$ cat config.mk
export PLATFORM = sky130hd
export DESIGN_NAME = sbtac_core
export DESIGN_NICKNAME = d
export VERILOG_FILES = /design/src/common/sbtac_pkg.sv /design/src/logic/sbtac_core.sv
export SDC_FILE = /design/constraint.sdc
export NUM_CORES = 1
export LEC_CHECK = 0
export BUFFER_PORTS_ARGS = -buffer_cell sky130_fd_sc_hd__buf_4
export CAP_MARGIN = 20
export CORE_MARGIN = 8
export CORE_UTILIZATION = 60
export DETAILED_ROUTE_END_ITERATION = 6
export PLACE_DENSITY = 0.8
export SLEW_MARGIN = 20
export SYNTH_ARGS = -nofsm -noshare
export SYNTH_HDL_FRONTEND = slang
export SYNTH_SLANG_ARGS = --single-unit
$ cat constraint.sdc
create_clock -name pclk -period 8.5 [get_ports pclk]
set_input_delay 0.425 -clock pclk [delete_from_list [all_inputs] [get_ports pclk]]
set_output_delay 0.425 -clock pclk [all_outputs]
set_load 0.1 [all_outputs]
$ cat src/common/sbtac_pkg.sv
// Purpose: constants for the 16-bit timer access core
// Assumes: APB slave, one word per register, data in low byte
// Notes: offsets are byte addresses
package sbtac_pkg;
  // ----------------------------------------------------------------
  // Register offsets
  // ----------------------------------------------------------------
  localparam logic [7:0] SBTAC_CNT_L = 8'h00;
  localparam logic [7:0] SBTAC_CNT_H = 8'h04;
  localparam logic [7:0] SBTAC_CMPA_L = 8'h08;
  localparam logic [7:0] SBTAC_CMPA_H = 8'h0C;
  localparam logic [7:0] SBTAC_CMPB_L = 8'h10;
  localparam logic [7:0] SBTAC_CMPB_H = 8'h14;
  localparam logic [7:0] SBTAC_CAP_L = 8'h18;
  localparam logic [7:0] SBTAC_CAP_H = 8'h1C;
  localparam logic [7:0] SBTAC_CTRL_A = 8'h20;
  localparam logic [7:0] SBTAC_CTRL_B = 8'h24;
  localparam logic [7:0] SBTAC_FLAG = 8'h28;
  localparam logic [7:0] SBTAC_MASK = 8'h2C;
  // ----------------------------------------------------------------
  // Field positions
  // ----------------------------------------------------------------
  localparam int SBTAC_FA_FORCE_A = 7;
  localparam int SBTAC_FA_FORCE_B = 6;
  localparam int SBTAC_FA_WGM1 = 1;
  localparam int SBTAC_FA_WGM0 = 0;
  localparam int SBTAC_FB_NCAN = 7;
  localparam int SBTAC_FB_CEDGE = 6;
  localparam int SBTAC_FB_CSRC = 5;
  localparam int SBTAC_FB_WGM3 = 4;
  localparam int SBTAC_FB_WGM2 = 3;
  localparam int SBTAC_FL_CAP = 3;
  localparam int SBTAC_FL_MA = 2;
  localparam int SBTAC_FL_MB = 1;
  localparam int SBTAC_FL_OVF = 0;
  // ----------------------------------------------------------------
  // Values
  // ----------------------------------------------------------------
  localparam logic [15:0] SBTAC_BOTTOM = 16'h0000;
  localparam logic [15:0] SBTAC_MAX = 16'hFFFF;
  localparam logic [15:0] SBTAC_TOP8 = 16'h00FF;
  localparam logic [15:0] SBTAC_TOP9 = 16'h01FF;
  localparam logic [15:0] SBTAC_TOP10 = 16'h03FF;
  localparam logic [7:0] SBTAC_RST8 = 8'h00;
  localparam logic [15:0] SBTAC_RST16 = 16'h0000;
  localparam logic [2:0] SBTAC_CS_OFF = 3'h0;
  localparam logic [2:0] SBTAC_CS_EXT_FALL = 3'h6;
  localparam logic [2:0] SBTAC_CS_EXT_RISE = 3'h7;
  localparam int SBTAC_NCAN_LEN = 4;
endpackage

$ cat src/logic/sbtac_core.sv
// Purpose: 16-bit timer register access core with APB slave
// Assumes: pclk 250 MHz, presetn async active low, 8-bit data in low lanes
// Notes: one shared staging byte serves all 16-bit registers
//
// Functional notes
// - One 8-bit high-byte staging register shared by all 16-bit registers.
// - Low-byte write loads staged high byte and low byte together.
// - Counter and capture low-byte reads copy register high byte into staging same cycle.
// - Only low-byte access transfers; high-byte access touches staging only.
// - Compare high-byte reads return directly, staging untouched.
// - Two control registers are 8-bit read/write; control A force bits read back as zero.
// - Counter holds still while clock selection picks no source.
// - Tick from prescaler or external pin edge chosen by selection.
// - Both buffered compare registers compared with counter always.
// - Compare match sets that channel's match flag.
// - Compare results drive PWM or frequency outputs per channel.
// - Capture event from pin or comparator copies counter to capture.
// - Capture path has a digital noise filter.
// - TOP is a fixed value, compare A or capture register.
// - Compare A as PWM TOP disables output A, TOP double buffered.
// - BOTTOM is zero, MAX is all ones.
// - Capture register usable as fixed TOP freeing compare A.
// - Four flags in flag register, individually masked.
// - Control A holds force bits, control B holds mode bits 3 and 2.
// - Processor counter write beats clear or count same cycle.
`timescale 1ns/100ps
`default_nettype none
module sbtac_core
  import sbtac_pkg::*;
#(
  parameter int NCAN_LEN = SBTAC_NCAN_LEN
) (
  input wire logic pclk,
  input wire logic presetn,
  input wire logic psel,
  input wire logic penable,
  input wire logic pwrite,
  input wire logic [7:0] paddr,
  input wire logic [31:0] pwdata,
  output logic [31:0] prdata,
  output logic pready,
  output logic pslverr,
  input wire logic ext_count_pin,
  input wire logic capture_input_pin,
  input wire logic comparator_out,
  input wire logic [2:0] clock_select,
  input wire logic flag_clear_on_ack,
  input wire logic [3:0] irq_ack,
  output logic wave_out_a,
  output logic wave_out_b,
  output logic [3:0] irq_req
);
  initial begin
    if (NCAN_LEN < 2 || NCAN_LEN > 8) begin
      $error("NCAN_LEN out of range");
    end
  end
  // ----------------------------------------------------------------
  // Bus decode
  // ----------------------------------------------------------------
  logic acc, wr, rd, setup_rd, mapped;
  logic [7:0] wb;
  assign acc = psel & penable;
  assign setup_rd = psel & ~penable & ~pwrite;
  assign wr = acc & pwrite;
  assign rd = acc & ~pwrite;
  assign wb = pwdata[7:0];
  always_comb begin
    if (paddr == SBTAC_CNT_L || paddr == SBTAC_CNT_H) mapped = 1'b1;
    else if (paddr == SBTAC_CMPA_L || paddr == SBTAC_CMPA_H) mapped = 1'b1;
    else if (paddr == SBTAC_CMPB_L || paddr == SBTAC_CMPB_H) mapped = 1'b1;
    else if (paddr == SBTAC_CAP_L || paddr == SBTAC_CAP_H) mapped = 1'b1;
    else if (paddr == SBTAC_CTRL_A || paddr == SBTAC_CTRL_B) mapped = 1'b1;
    else if (paddr == SBTAC_FLAG || paddr == SBTAC_MASK) mapped = 1'b1;
    else mapped = 1'b0;
  end
  // ----------------------------------------------------------------
  // Registers
  // ----------------------------------------------------------------
  logic [7:0] stage_r;
  logic [15:0] count_value_reg, compare_a_reg, compare_b_reg;
  logic [15:0] capture_value_reg, cmpa_buf_r, cmpb_buf_r;
  logic [7:0] control_a_reg, control_b_reg;
  logic [3:0] timer_flag_reg, timer_mask_reg;
  logic [3:0] wgm;
  logic [15:0] top;
  logic pwm_mode, top_is_a, top_is_cap;
  assign wgm = {control_b_reg[SBTAC_FB_WGM3], control_b_reg[SBTAC_FB_WGM2],
                control_a_reg[SBTAC_FA_WGM1], control_a_reg[SBTAC_FA_WGM0]};
  assign pwm_mode = (wgm != 4'h0) && (wgm != 4'h4) && (wgm != 4'hC);
  assign top_is_a = (wgm == 4'h4) || (wgm == 4'h9) || (wgm == 4'hB)
                    || (wgm == 4'hF);
  assign top_is_cap = (wgm == 4'h8) || (wgm == 4'hA) || (wgm == 4'hC)
                      || (wgm == 4'hE);
  always_comb begin
    if (top_is_a) top = compare_a_reg;
    else if (top_is_cap) top = capture_value_reg;
    else if (wgm[1:0] == 2'h1) top = SBTAC_TOP8;
    else if (wgm[1:0] == 2'h2) top = SBTAC_TOP9;
    else if (wgm[1:0] == 2'h3) top = SBTAC_TOP10;
    else top = SBTAC_MAX;
  end
  always_ff @(posedge pclk or negedge presetn) begin
    if (!presetn) begin
      stage_r <= SBTAC_RST8;
    end else if (wr && (paddr == SBTAC_CNT_H || paddr == SBTAC_CMPA_H ||
                 paddr == SBTAC_CMPB_H || paddr == SBTAC_CAP_H)) begin
      stage_r <= wb;
    end else if (setup_rd && paddr == SBTAC_CNT_L) begin
      stage_r <= count_value_reg[15:8];
    end else if (setup_rd && paddr == SBTAC_CAP_L) begin
      stage_r <= capture_value_reg[15:8];
    end
  end
  always_ff @(posedge pclk or negedge presetn) begin
    if (!presetn) begin
      control_a_reg <= SBTAC_RST8;
      control_b_reg <= SBTAC_RST8;
      timer_mask_reg <= 4'h0;
    end else begin
      if (wr && paddr == SBTAC_CTRL_A) control_a_reg <= wb;
      if (wr && paddr == SBTAC_CTRL_B) control_b_reg <= wb;
      if (wr && paddr == SBTAC_MASK) timer_mask_reg <= wb[3:0];
    end
  end
  // ----------------------------------------------------------------
  // Tick selection
  // ----------------------------------------------------------------
  logic [9:0] presc_r;
  logic ext_s1_r, ext_s2_r, ext_s3_r, tick;
  always_ff @(posedge pclk or negedge presetn) begin
    if (!presetn) begin
      presc_r <= 10'h000;
      ext_s1_r <= 1'b0;
      ext_s2_r <= 1'b0;
      ext_s3_r <= 1'b0;
    end else begin
      presc_r <= presc_r + 10'h001;
      ext_s1_r <= ext_count_pin;
      ext_s2_r <= ext_s1_r;
      ext_s3_r <= ext_s2_r;
    end
  end
  always_comb begin
    case (clock_select)
      3'h1: tick = 1'b1;
      3'h2: tick = (presc_r[2:0] == 3'h7);
      3'h3: tick = (presc_r[5:0] == 6'h3F);
      3'h4: tick = (presc_r[7:0] == 8'hFF);
      3'h5: tick = (presc_r == 10'h3FF);
      SBTAC_CS_EXT_FALL: tick = ext_s3_r & ~ext_s2_r;
      SBTAC_CS_EXT_RISE: tick = ~ext_s3_r & ext_s2_r;
      default: tick = 1'b0;
    endcase
  end
  // ----------------------------------------------------------------
  // Counter, compare buffers
  // ----------------------------------------------------------------
  logic at_top, at_bottom, at_max;
  assign at_top = (count_value_reg == top);
  assign at_bottom = (count_value_reg == SBTAC_BOTTOM);
  assign at_max = (count_value_reg == SBTAC_MAX);
  logic ovf_ev;
  assign ovf_ev = tick && (pwm_mode ? at_top : (at_max || at_top));
  always_ff @(posedge pclk or negedge presetn) begin
    if (!presetn) begin
      count_value_reg <= SBTAC_RST16;
    end else if (wr && paddr == SBTAC_CNT_L) begin
      count_value_reg <= {stage_r, wb};
    end else if (tick) begin
      if (at_top) count_value_reg <= SBTAC_BOTTOM;
      else count_value_reg <= count_value_reg + 16'h0001;
    end
  end
  always_ff @(posedge pclk or negedge presetn) begin
    if (!presetn) begin
      cmpa_buf_r <= SBTAC_RST16;
      cmpb_buf_r <= SBTAC_RST16;
      compare_a_reg <= SBTAC_RST16;
      compare_b_reg <= SBTAC_RST16;
    end else begin
      if (wr && paddr == SBTAC_CMPA_L) cmpa_buf_r <= {stage_r, wb};
      if (wr && paddr == SBTAC_CMPB_L) cmpb_buf_r <= {stage_r, wb};
      if (!pwm_mode || (tick && at_top)) begin
        compare_a_reg <= cmpa_buf_r;
        compare_b_reg <= cmpb_buf_r;
      end
    end
  end
  // ----------------------------------------------------------------
  // Capture with noise filter
  // ----------------------------------------------------------------
  logic cap_src, cap_s1_r, cap_s2_r, filt_r, filt_d_r, cap_ev;
  logic [NCAN_LEN-1:0] hist_r;
  assign cap_src = control_b_reg[SBTAC_FB_CSRC] ? comparator_out
                                                : capture_input_pin;
  always_ff @(posedge pclk or negedge presetn) begin
    if (!presetn) begin
      cap_s1_r <= 1'b0;
      cap_s2_r <= 1'b0;
      hist_r <= '0;
      filt_r <= 1'b0;
      filt_d_r <= 1'b0;
    end else begin
      cap_s1_r <= cap_src;
      cap_s2_r <= cap_s1_r;
      hist_r <= {hist_r[NCAN_LEN-2:0], cap_s2_r};
      if (!control_b_reg[SBTAC_FB_NCAN]) filt_r <= cap_s2_r;
      else if (&{hist_r, cap_s2_r}) filt_r <= 1'b1;
      else if (~|{hist_r, cap_s2_r}) filt_r <= 1'b0;
      filt_d_r <= filt_r;
    end
  end
  assign cap_ev = control_b_reg[SBTAC_FB_CEDGE] ? (filt_r & ~filt_d_r)
                                                : (~filt_r & filt_d_r);
  always_ff @(posedge pclk or negedge presetn) begin
    if (!presetn) begin
      capture_value_reg <= SBTAC_RST16;
    end else if (top_is_cap) begin
      if (wr && paddr == SBTAC_CAP_L) capture_value_reg <= {stage_r, wb};
    end else if (cap_ev) begin
      capture_value_reg <= count_value_reg;
    end
  end
  // ----------------------------------------------------------------
  // Flags and outputs
  // ----------------------------------------------------------------
  logic match_a, match_b, force_a, force_b;
  logic [3:0] set_v, clr_v;
  assign match_a = tick && (count_value_reg == compare_a_reg);
  assign match_b = tick && (count_value_reg == compare_b_reg);
  assign force_a = wr && paddr == SBTAC_CTRL_A && wb[SBTAC_FA_FORCE_A];
  assign force_b = wr && paddr == SBTAC_CTRL_A && wb[SBTAC_FA_FORCE_B];
  assign set_v = {cap_ev && !top_is_cap, match_a, match_b, ovf_ev};
  assign clr_v = ((wr && paddr == SBTAC_FLAG) ? wb[3:0] : 4'h0)
                 | (flag_clear_on_ack ? irq_ack : 4'h0);
  always_ff @(posedge pclk or negedge presetn) begin
    if (!presetn) begin
      timer_flag_reg <= 4'h0;
    end else begin
      timer_flag_reg <= (timer_flag_reg & ~clr_v) | set_v;
    end
  end
  always_ff @(posedge pclk or negedge presetn) begin
    if (!presetn) begin
      irq_req <= 4'h0;
    end else begin
      irq_req <= timer_flag_reg & timer_mask_reg;
    end
  end
  always_ff @(posedge pclk or negedge presetn) begin
    if (!presetn) begin
      wave_out_a <= 1'b0;
      wave_out_b <= 1'b0;
    end else begin
      if (pwm_mode) begin
        if (top_is_a) wave_out_a <= 1'b0;
        else wave_out_a <= (count_value_reg < compare_a_reg);
        wave_out_b <= (count_value_reg < compare_b_reg);
      end else begin
        if (match_a || force_a) wave_out_a <= ~wave_out_a;
        if (match_b || force_b) wave_out_b <= ~wave_out_b;
      end
    end
  end
  // ----------------------------------------------------------------
  // Read data
  // ----------------------------------------------------------------
  logic [7:0] rmux;
  always_comb begin
    if (paddr == SBTAC_CNT_L) rmux = count_value_reg[7:0];
    else if (paddr == SBTAC_CMPA_L) rmux = compare_a_reg[7:0];
    else if (paddr == SBTAC_CMPA_H) rmux = compare_a_reg[15:8];
    else if (paddr == SBTAC_CMPB_L) rmux = compare_b_reg[7:0];
    else if (paddr == SBTAC_CMPB_H) rmux = compare_b_reg[15:8];
    else if (paddr == SBTAC_CAP_L) rmux = capture_value_reg[7:0];
    else if (paddr == SBTAC_CNT_H || paddr == SBTAC_CAP_H) rmux = stage_r;
    else if (paddr == SBTAC_CTRL_A) rmux = {2'h0, control_a_reg[5:0]};
    else if (paddr == SBTAC_CTRL_B) rmux = control_b_reg;
    else if (paddr == SBTAC_FLAG) rmux = {4'h0, timer_flag_reg};
    else if (paddr == SBTAC_MASK) rmux = {4'h0, timer_mask_reg};
    else rmux = 8'h00;
  end
  always_ff @(posedge pclk or negedge presetn) begin
    if (!presetn) begin
      prdata <= 32'h00000000;
      pready <= 1'b0;
      pslverr <= 1'b0;
    end else begin
      pready <= psel & ~penable;
      pslverr <= psel & ~penable & ~mapped;
      prdata <= (psel & ~penable & ~pwrite) ? {24'h000000, rmux} : prdata;
    end
  end
  // ----------------------------------------------------------------
  // Checks
  // ----------------------------------------------------------------
  property p_stop;
    @(posedge pclk) disable iff (!presetn)
    (clock_select == SBTAC_CS_OFF) && !(wr && paddr == SBTAC_CNT_L)
    |=> $stable(count_value_reg);
  endproperty
  a_stop: assert property (p_stop) else $error("counter moved");
  property p_cnt_wr;
    @(posedge pclk) disable iff (!presetn)
    wr && paddr == SBTAC_CNT_L
    |=> count_value_reg == {$past(stage_r), $past(wb)};
  endproperty
  a_cnt_wr: assert property (p_cnt_wr) else $error("bad write");
  property p_rd_stage;
    @(posedge pclk) disable iff (!presetn)
    setup_rd && paddr == SBTAC_CNT_L
    |=> stage_r == $past(count_value_reg[15:8]);
  endproperty
  a_rd_stage: assert property (p_rd_stage) else $error("stage miss");
  property p_cmp_rd;
    @(posedge pclk) disable iff (!presetn)
    rd && paddr == SBTAC_CMPA_H |=> $stable(stage_r);
  endproperty
  a_cmp_rd: assert property (p_cmp_rd) else $error("stage hit");
  property p_hi_only;
    @(posedge pclk) disable iff (!presetn)
    wr && paddr == SBTAC_CNT_H |=> $stable(count_value_reg) || $past(tick);
  endproperty
  a_hi_only: assert property (p_hi_only) else $error("hi moved");
  property p_flag_a;
    @(posedge pclk) disable iff (!presetn)
    match_a |=> timer_flag_reg[SBTAC_FL_MA];
  endproperty
  a_flag_a: assert property (p_flag_a) else $error("no flag a");
  property p_irq;
    @(posedge pclk) disable iff (!presetn)
    timer_flag_reg[SBTAC_FL_OVF] && timer_mask_reg[SBTAC_FL_OVF]
    |=> irq_req[SBTAC_FL_OVF];
  endproperty
  a_irq: assert property (p_irq) else $error("no irq");
  property p_cap;
    @(posedge pclk) disable iff (!presetn)
    cap_ev && !top_is_cap |=> capture_value_reg == $past(count_value_reg);
  endproperty
  a_cap: assert property (p_cap) else $error("no capture");
endmodule // sbtac_core
`default_nettype wire
==> results of run 1 <==
==> cells in the mapped netlist (10+ instances only) <==
| cell | n | area, um^2 |
|---|---|---|
| a21o_1 | 16 | 120 |
| a21oi_1 | 42 | 210 |
| a22oi_1 | 30 | 225 |
| a31oi_1 | 34 | 213 |
| and2_1 | 10 | 62.6 |
| and3_1 | 16 | 100 |
| buf_4 | 26 | 195 |
| clkbuf_1 | 35 | 131 |
| dfrtp_1 | 163 | 4080 |
| ha_1 | 39 | 488 |
| inv_1 | 48 | 180 |
| mux2_1 | 30 | 338 |
| mux2_2 | 48 | 541 |
| mux2i_1 | 13 | 130 |
| nand2_1 | 89 | 334 |
| nand3_1 | 27 | 135 |
| nand4_1 | 11 | 68.8 |
| nor2_1 | 46 | 173 |
| nor3_1 | 12 | 60.1 |
| o21ai_0 | 50 | 250 |
| o22ai_1 | 11 | 68.8 |
| xnor2_1 | 17 | 149 |
==> layer usage <==
metal | global-route usage [%] | vias to the layer above | part of all wire (%)
li1 | - | 3347 | -
met1 | 34.5 | 3580 | 40
met2 | 41.6 | 370 | 45
met3 | 8.58 | 79 | 10
met4 | 12.9 | 0 | 4.3
met5 | 0 | - | 0
==> kinds of logic (layout without fill, tap and decap cells) <==
kind of cell	after synthesis	after routing	synth area share, %
buf+inv	120	137	6.34
xor+xnor	23	23	2.21
simple gates	260	260	14.4
flops	163	163	44.7
mux	91	91	11.1
other cells	1	24	0.0411
fa+ha+maj	39	39	5.35
compound gates	226	226	15.9
==> through the flow <==
step                      cell area [um^2]  worst slack [ns]
after detailed placement              9500              3.84
after global placement                9500              3.90
after CTS                            10100              3.80
after global routing                 10100              3.45
after floorplan                       9210              5.17
final                                10100              3.66
==> worst reg2reg max path, cell delays in order, from the launching register on <==
cell and delay [ns]:
dfrtp_1 0.45, inv_1 0.11, ha_1 0.31, o21a_1 0.89, nand3_1 0.36, o22ai_1 0.26
xor2_1 0.26, nor4b_2 0.83, nand3_2 0.23, o21ai_4 0.16, buf_4 0.45, mux2_2 0.42
==> layout make-up <==
| class | instances | area (um^2) | share of cell area (%) |
|---|---|---|---|
| Timing Repair Buffer | 57 | 435 | 4.31 |
| Tap cell | 188 | 235 | 2.33 |
| Multi-Input combinational cell | 663 | 4580 | 45.3 |
| Sequential cell | 163 | 4080 | 40.4 |
| Clock buffer | 18 | 429 | 4.25 |
| Inverter | 48 | 180 | 1.78 |
| Clock inverter | 14 | 161 | 1.60 |
==> power groups by stage <==
stage	sequential [mW]	combinational (mW)	clock, mW
global placement	0.905	0.354	0
global route	0.900	0.399	0.814
floorplan	0.924	0.231	0
finish	0.897	0.367	0.777
detailed placement	0.907	0.361	0
CTS	0.892	0.364	0.786
==> worst paths after layout <==
path | end | slack, ns | cells after the start
min in group pclk | ext_s1_r | 0.09 | 1
max in group asynchronous | stage_r[0] | 7.31 | 2
min reg2reg | ext_s2_r | 0.36 | 0
max | compare_b_reg[7] | 3.66 | 11
min | cap_s1_r | -0.0004 | 1
max reg2reg | compare_b_reg[7] | 3.66 | 11
==> metrics.txt, run 1 <==
final non-filler cell total=1151; site row count=45; crit path DAT=5.16 ns; Total GRT Usage=27.2%; max incr delay on CP=0.89 ns; first-pass GRT wire length=40600 um; Clock power frac=38.1%; Worst-Skew Late Latency=0.44 ns; die width=139 um; Clock Skews=0.0112 ns; Total Nets Final=1045; Longest Clk Path Bufs=2; # resized after CTS=0; asr flop ratio synth=100%; RSZ-0062 raised after global routing=no; sw frac=32.6%; reg-to-reg startpoint=control_a_reg[1]; Avg Cell Area, Syn=9.88 um^2; Inst Count DP=1119; number of CTS-inserted buffers=17; worst path required time=8.82 ns; fin. max-slew vios=0; Worst-path clk slew=0.07 ns; P_leak=4.61 nW; DIE AREA=19400 um^2; critical path class=register to register; EDFF count, synth=0; Worst path slowest cell=o21a_1; critical path fanouts, max=32; GP Congestion=0.959; TritonCTS clock tree=built; normalized max-slew margin=29.2%; Mapped Area=9120 um^2; TritonCTS Sinks=163; largest net degree at the start of global routing=84; CTS root buf=clkbuf_16; FMAX=207 MHz; Worst Tran Pin Value=1.06 ns; initial antenna violation count=0; Util after Layout=67.2%; commonest non-fill, non-tap cell in the layout=dfrtp_1; crit-path cells=inv_1 -> ha_1 -> o21a_1 -> nand3_1 -> o22ai_1 -> xor2_1 -> nor4b_2 -> nand3_2 -> o21ai_4 -> buf_4 -> mux2_2; hpwl dp=18000 um; Ports=96; Post-CTS Setup Bufs=0; cell count after synthesis=923; most frequent cells in the layout=dfrtp_1, nand2_1, buf_4; Setup crit start kind=register; core footprint=15000 um^2; ANT nets after route=0; Flop pwr share=43.9%; Pwr Total=2.04 mW; number of remaining DRC errors=0; initial core utilization=60.7%; Die Y=139 um; 1st-iter DRT viols=925; CP bufs+invs=2; layout cells sized above 1=15.4%; Ys Warns=0; Int Pwr=1.37 mW; fin crit period=4.84 ns; Post-synth top flop=dfrtp_1; P&R area growth vs syn=10.7%; CP top delay family=simple AND/OR/NAND/NOR gates; drt wl/cell=22.5 um; crit path from=control_a_reg[1]; sequential fraction of the synthesis area=44.7%; class of the tightest hold or removal check=input pin to async pin; logic gate share of total power=18.0%; fillers=1173; final hold violation count=1; Distinct cells, synth=62; vias after detailed routing=7376; antenna cell count=0; WL final=25900 um; failing checks=hold timing; max-cap viol count=0; Psw=666 uW; Min Hold Slack=-0.000405 ns; Hold-fix buffers, CTS=0; status=finished, violations left; CP Capture Type=register; part of the cycle the worst path needs=56.9%; Yosys reg bits=163; H-tree depth=4; port bufs=47; Final setup viols=0; via count of the first global-routing pass=7152; grt ovf=0; Initial DRT Pass Iterations=5; Power Density=202 nW/um^2; total negative slack=0 ns; Max VDD drop=0.188 mV; drt via density=6.41
Power figures use the tool's default switching activity.
==> run 2, diff against run 1 <==
- clock period: 8.5 -> 5 ns (I/O delays scaled with it)
==> metrics.txt, run 2 (synthesis results as in run 1) <==
Max VDD drop=0.299 mV; FMAX=248 MHz; most frequent cells in the layout=dfrtp_1, nand2_1, buf_4; Hold-fix buffers, CTS=2; CP Capture Type=register; Longest Clk Path Bufs=2; placed instance area=9530 um^2; Power Density=343 nW/um^2; initial antenna violation count=0; die width=139 um; Die Y=139 um; largest net degree at the start of global routing=117; DIE AREA=19400 um^2; Final setup viols=0; Ports=96; Clock Skews=0.0108 ns; Total Nets Final=1051; min-delay src=comparator_out; P_leak=4.64 nW; pre-CTS WS=1.04 ns; sequential standard cell area=4080 um^2; Clock power frac=37.9%; Flop pwr share=43.9%; grt ovf=0; Worst-Skew Late Latency=0.45 ns; fin crit period=4.03 ns; final hold violation count=0; TritonCTS Sinks=163; crit path DAT=4.34 ns; Total GRT Usage=27.3%; 1st-iter DRT viols=1000; max-cap viol count=0; Multi-input gate area=4580 um^2; Worst Tran Pin Value=0.972 ns; Int Pwr=2.30 mW; site row count=45; critical path class=register to register; design area=10100 um^2; initial core utilization=60.7%; sw frac=33.9%; RSZ-0062 raised after global routing=no; reg-to-reg startpoint=control_a_reg[0]; Initial DRT Pass Iterations=6; part of the cycle the worst path needs=80.5%; antenna cell count=0; first-pass GRT wire length=41000 um; GP Congestion=0.963; fin. max-slew vios=0; number of CTS-inserted buffers=17; vias after detailed routing=7588; Setup crit start kind=register; worst path required time=5.32 ns; critical path fanouts, max=32; commonest non-fill, non-tap cell in the layout=dfrtp_1; Psw=1.18 mW; ANT nets after route=0; status=completed; H-tree depth=4; normalized max-slew margin=34.9%; # resized after CTS=0; logic gate share of total power=18.2%; port bufs=47; total negative slack=0 ns; class of the tightest hold or removal check=input pin to register; drt wl/cell=22.5 um; TritonCTS clock tree=built; hpwl dp=18300 um; core footprint=15000 um^2; Post-CTS Setup Bufs=0; Worst-path clk slew=0.07 ns; crit path from=control_a_reg[0]; number of remaining DRC errors=0; Min Hold Slack=0.0349 ns; via count of the first global-routing pass=7258; final worst slack=0.974 ns; drt via density=6.56; P&R area growth vs syn=11.2%; fillers=1184; WL final=26000 um; layout cells sized above 1=15.8%; CTS root buf=clkbuf_16
[run 2: worst paths after layout]
| kind | cells past startpoint | to | slack (ns) |
|---|---|---|---|
| min in group asynchronous | 2 | cap_s1_r | 0.47 |
| setup reg to reg | 12 | compare_b_reg[9] | 0.97 |
| hold reg to reg | 0 | ext_s2_r | 0.36 |
| max in group asynchronous | 3 | capture_value_reg[10] | 3.35 |
| setup / recovery | 12 | compare_b_reg[9] | 0.97 |
| hold / removal | 2 | cap_s1_r | 0.03 |
[run 2: through the flow]
step	util [%]	cells	power [mW]
final	67.5	1157	3.48
after global routing	67.5	1157	3.60
after CTS	67.5	1157	3.47
after detailed placement	63.4	1123	2.16
after global placement	63.4	1123	2.15
after floorplan	-	946	1.96
[run 2: power by group through the flow]
stage	Clock (mW)	Combinational [mW]	Sequential (mW)
finish	1.32	0.632	1.53
CTS	1.32	0.625	1.52
floorplan	0	0.393	1.57
detailed placement	0	0.619	1.54
global placement	0	0.609	1.54
global route	1.38	0.685	1.53
[run 2: worst max-delay path, cell delays in order (launching register included)]
cell and delay [ns]:
dfrtp_1 0.42, inv_1 0.12, ha_1 0.30, o21a_1 0.56, a41oi_1 0.18, mux2i_1 0.21
or4b_4 0.51, nor4_4 0.26, buf_4 0.22, nand3_2 0.13, o21ai_4 0.13, buf_4 0.44
mux2_1 0.39
[run 2: cell type report]
cell class                      instances  area share (%)
Multi-Input combinational cell        663            45.1
Tap cell                              188            2.32
Inverter                               48            1.78
Clock buffer                           17            4.19
Sequential cell                       163            40.2
Clock inverter                         15            1.62
Timing Repair Buffer                   63            4.77
[run 2: layer usage]
metal  share of wire (%)  routed length (um)  global-route usage (%)
met1                  40               10500                    36.0
met2                  45               11600                    40.6
met3                  10                2680                    7.05
met4                 4.9                1260                    14.6
met5                   0                   0                       0
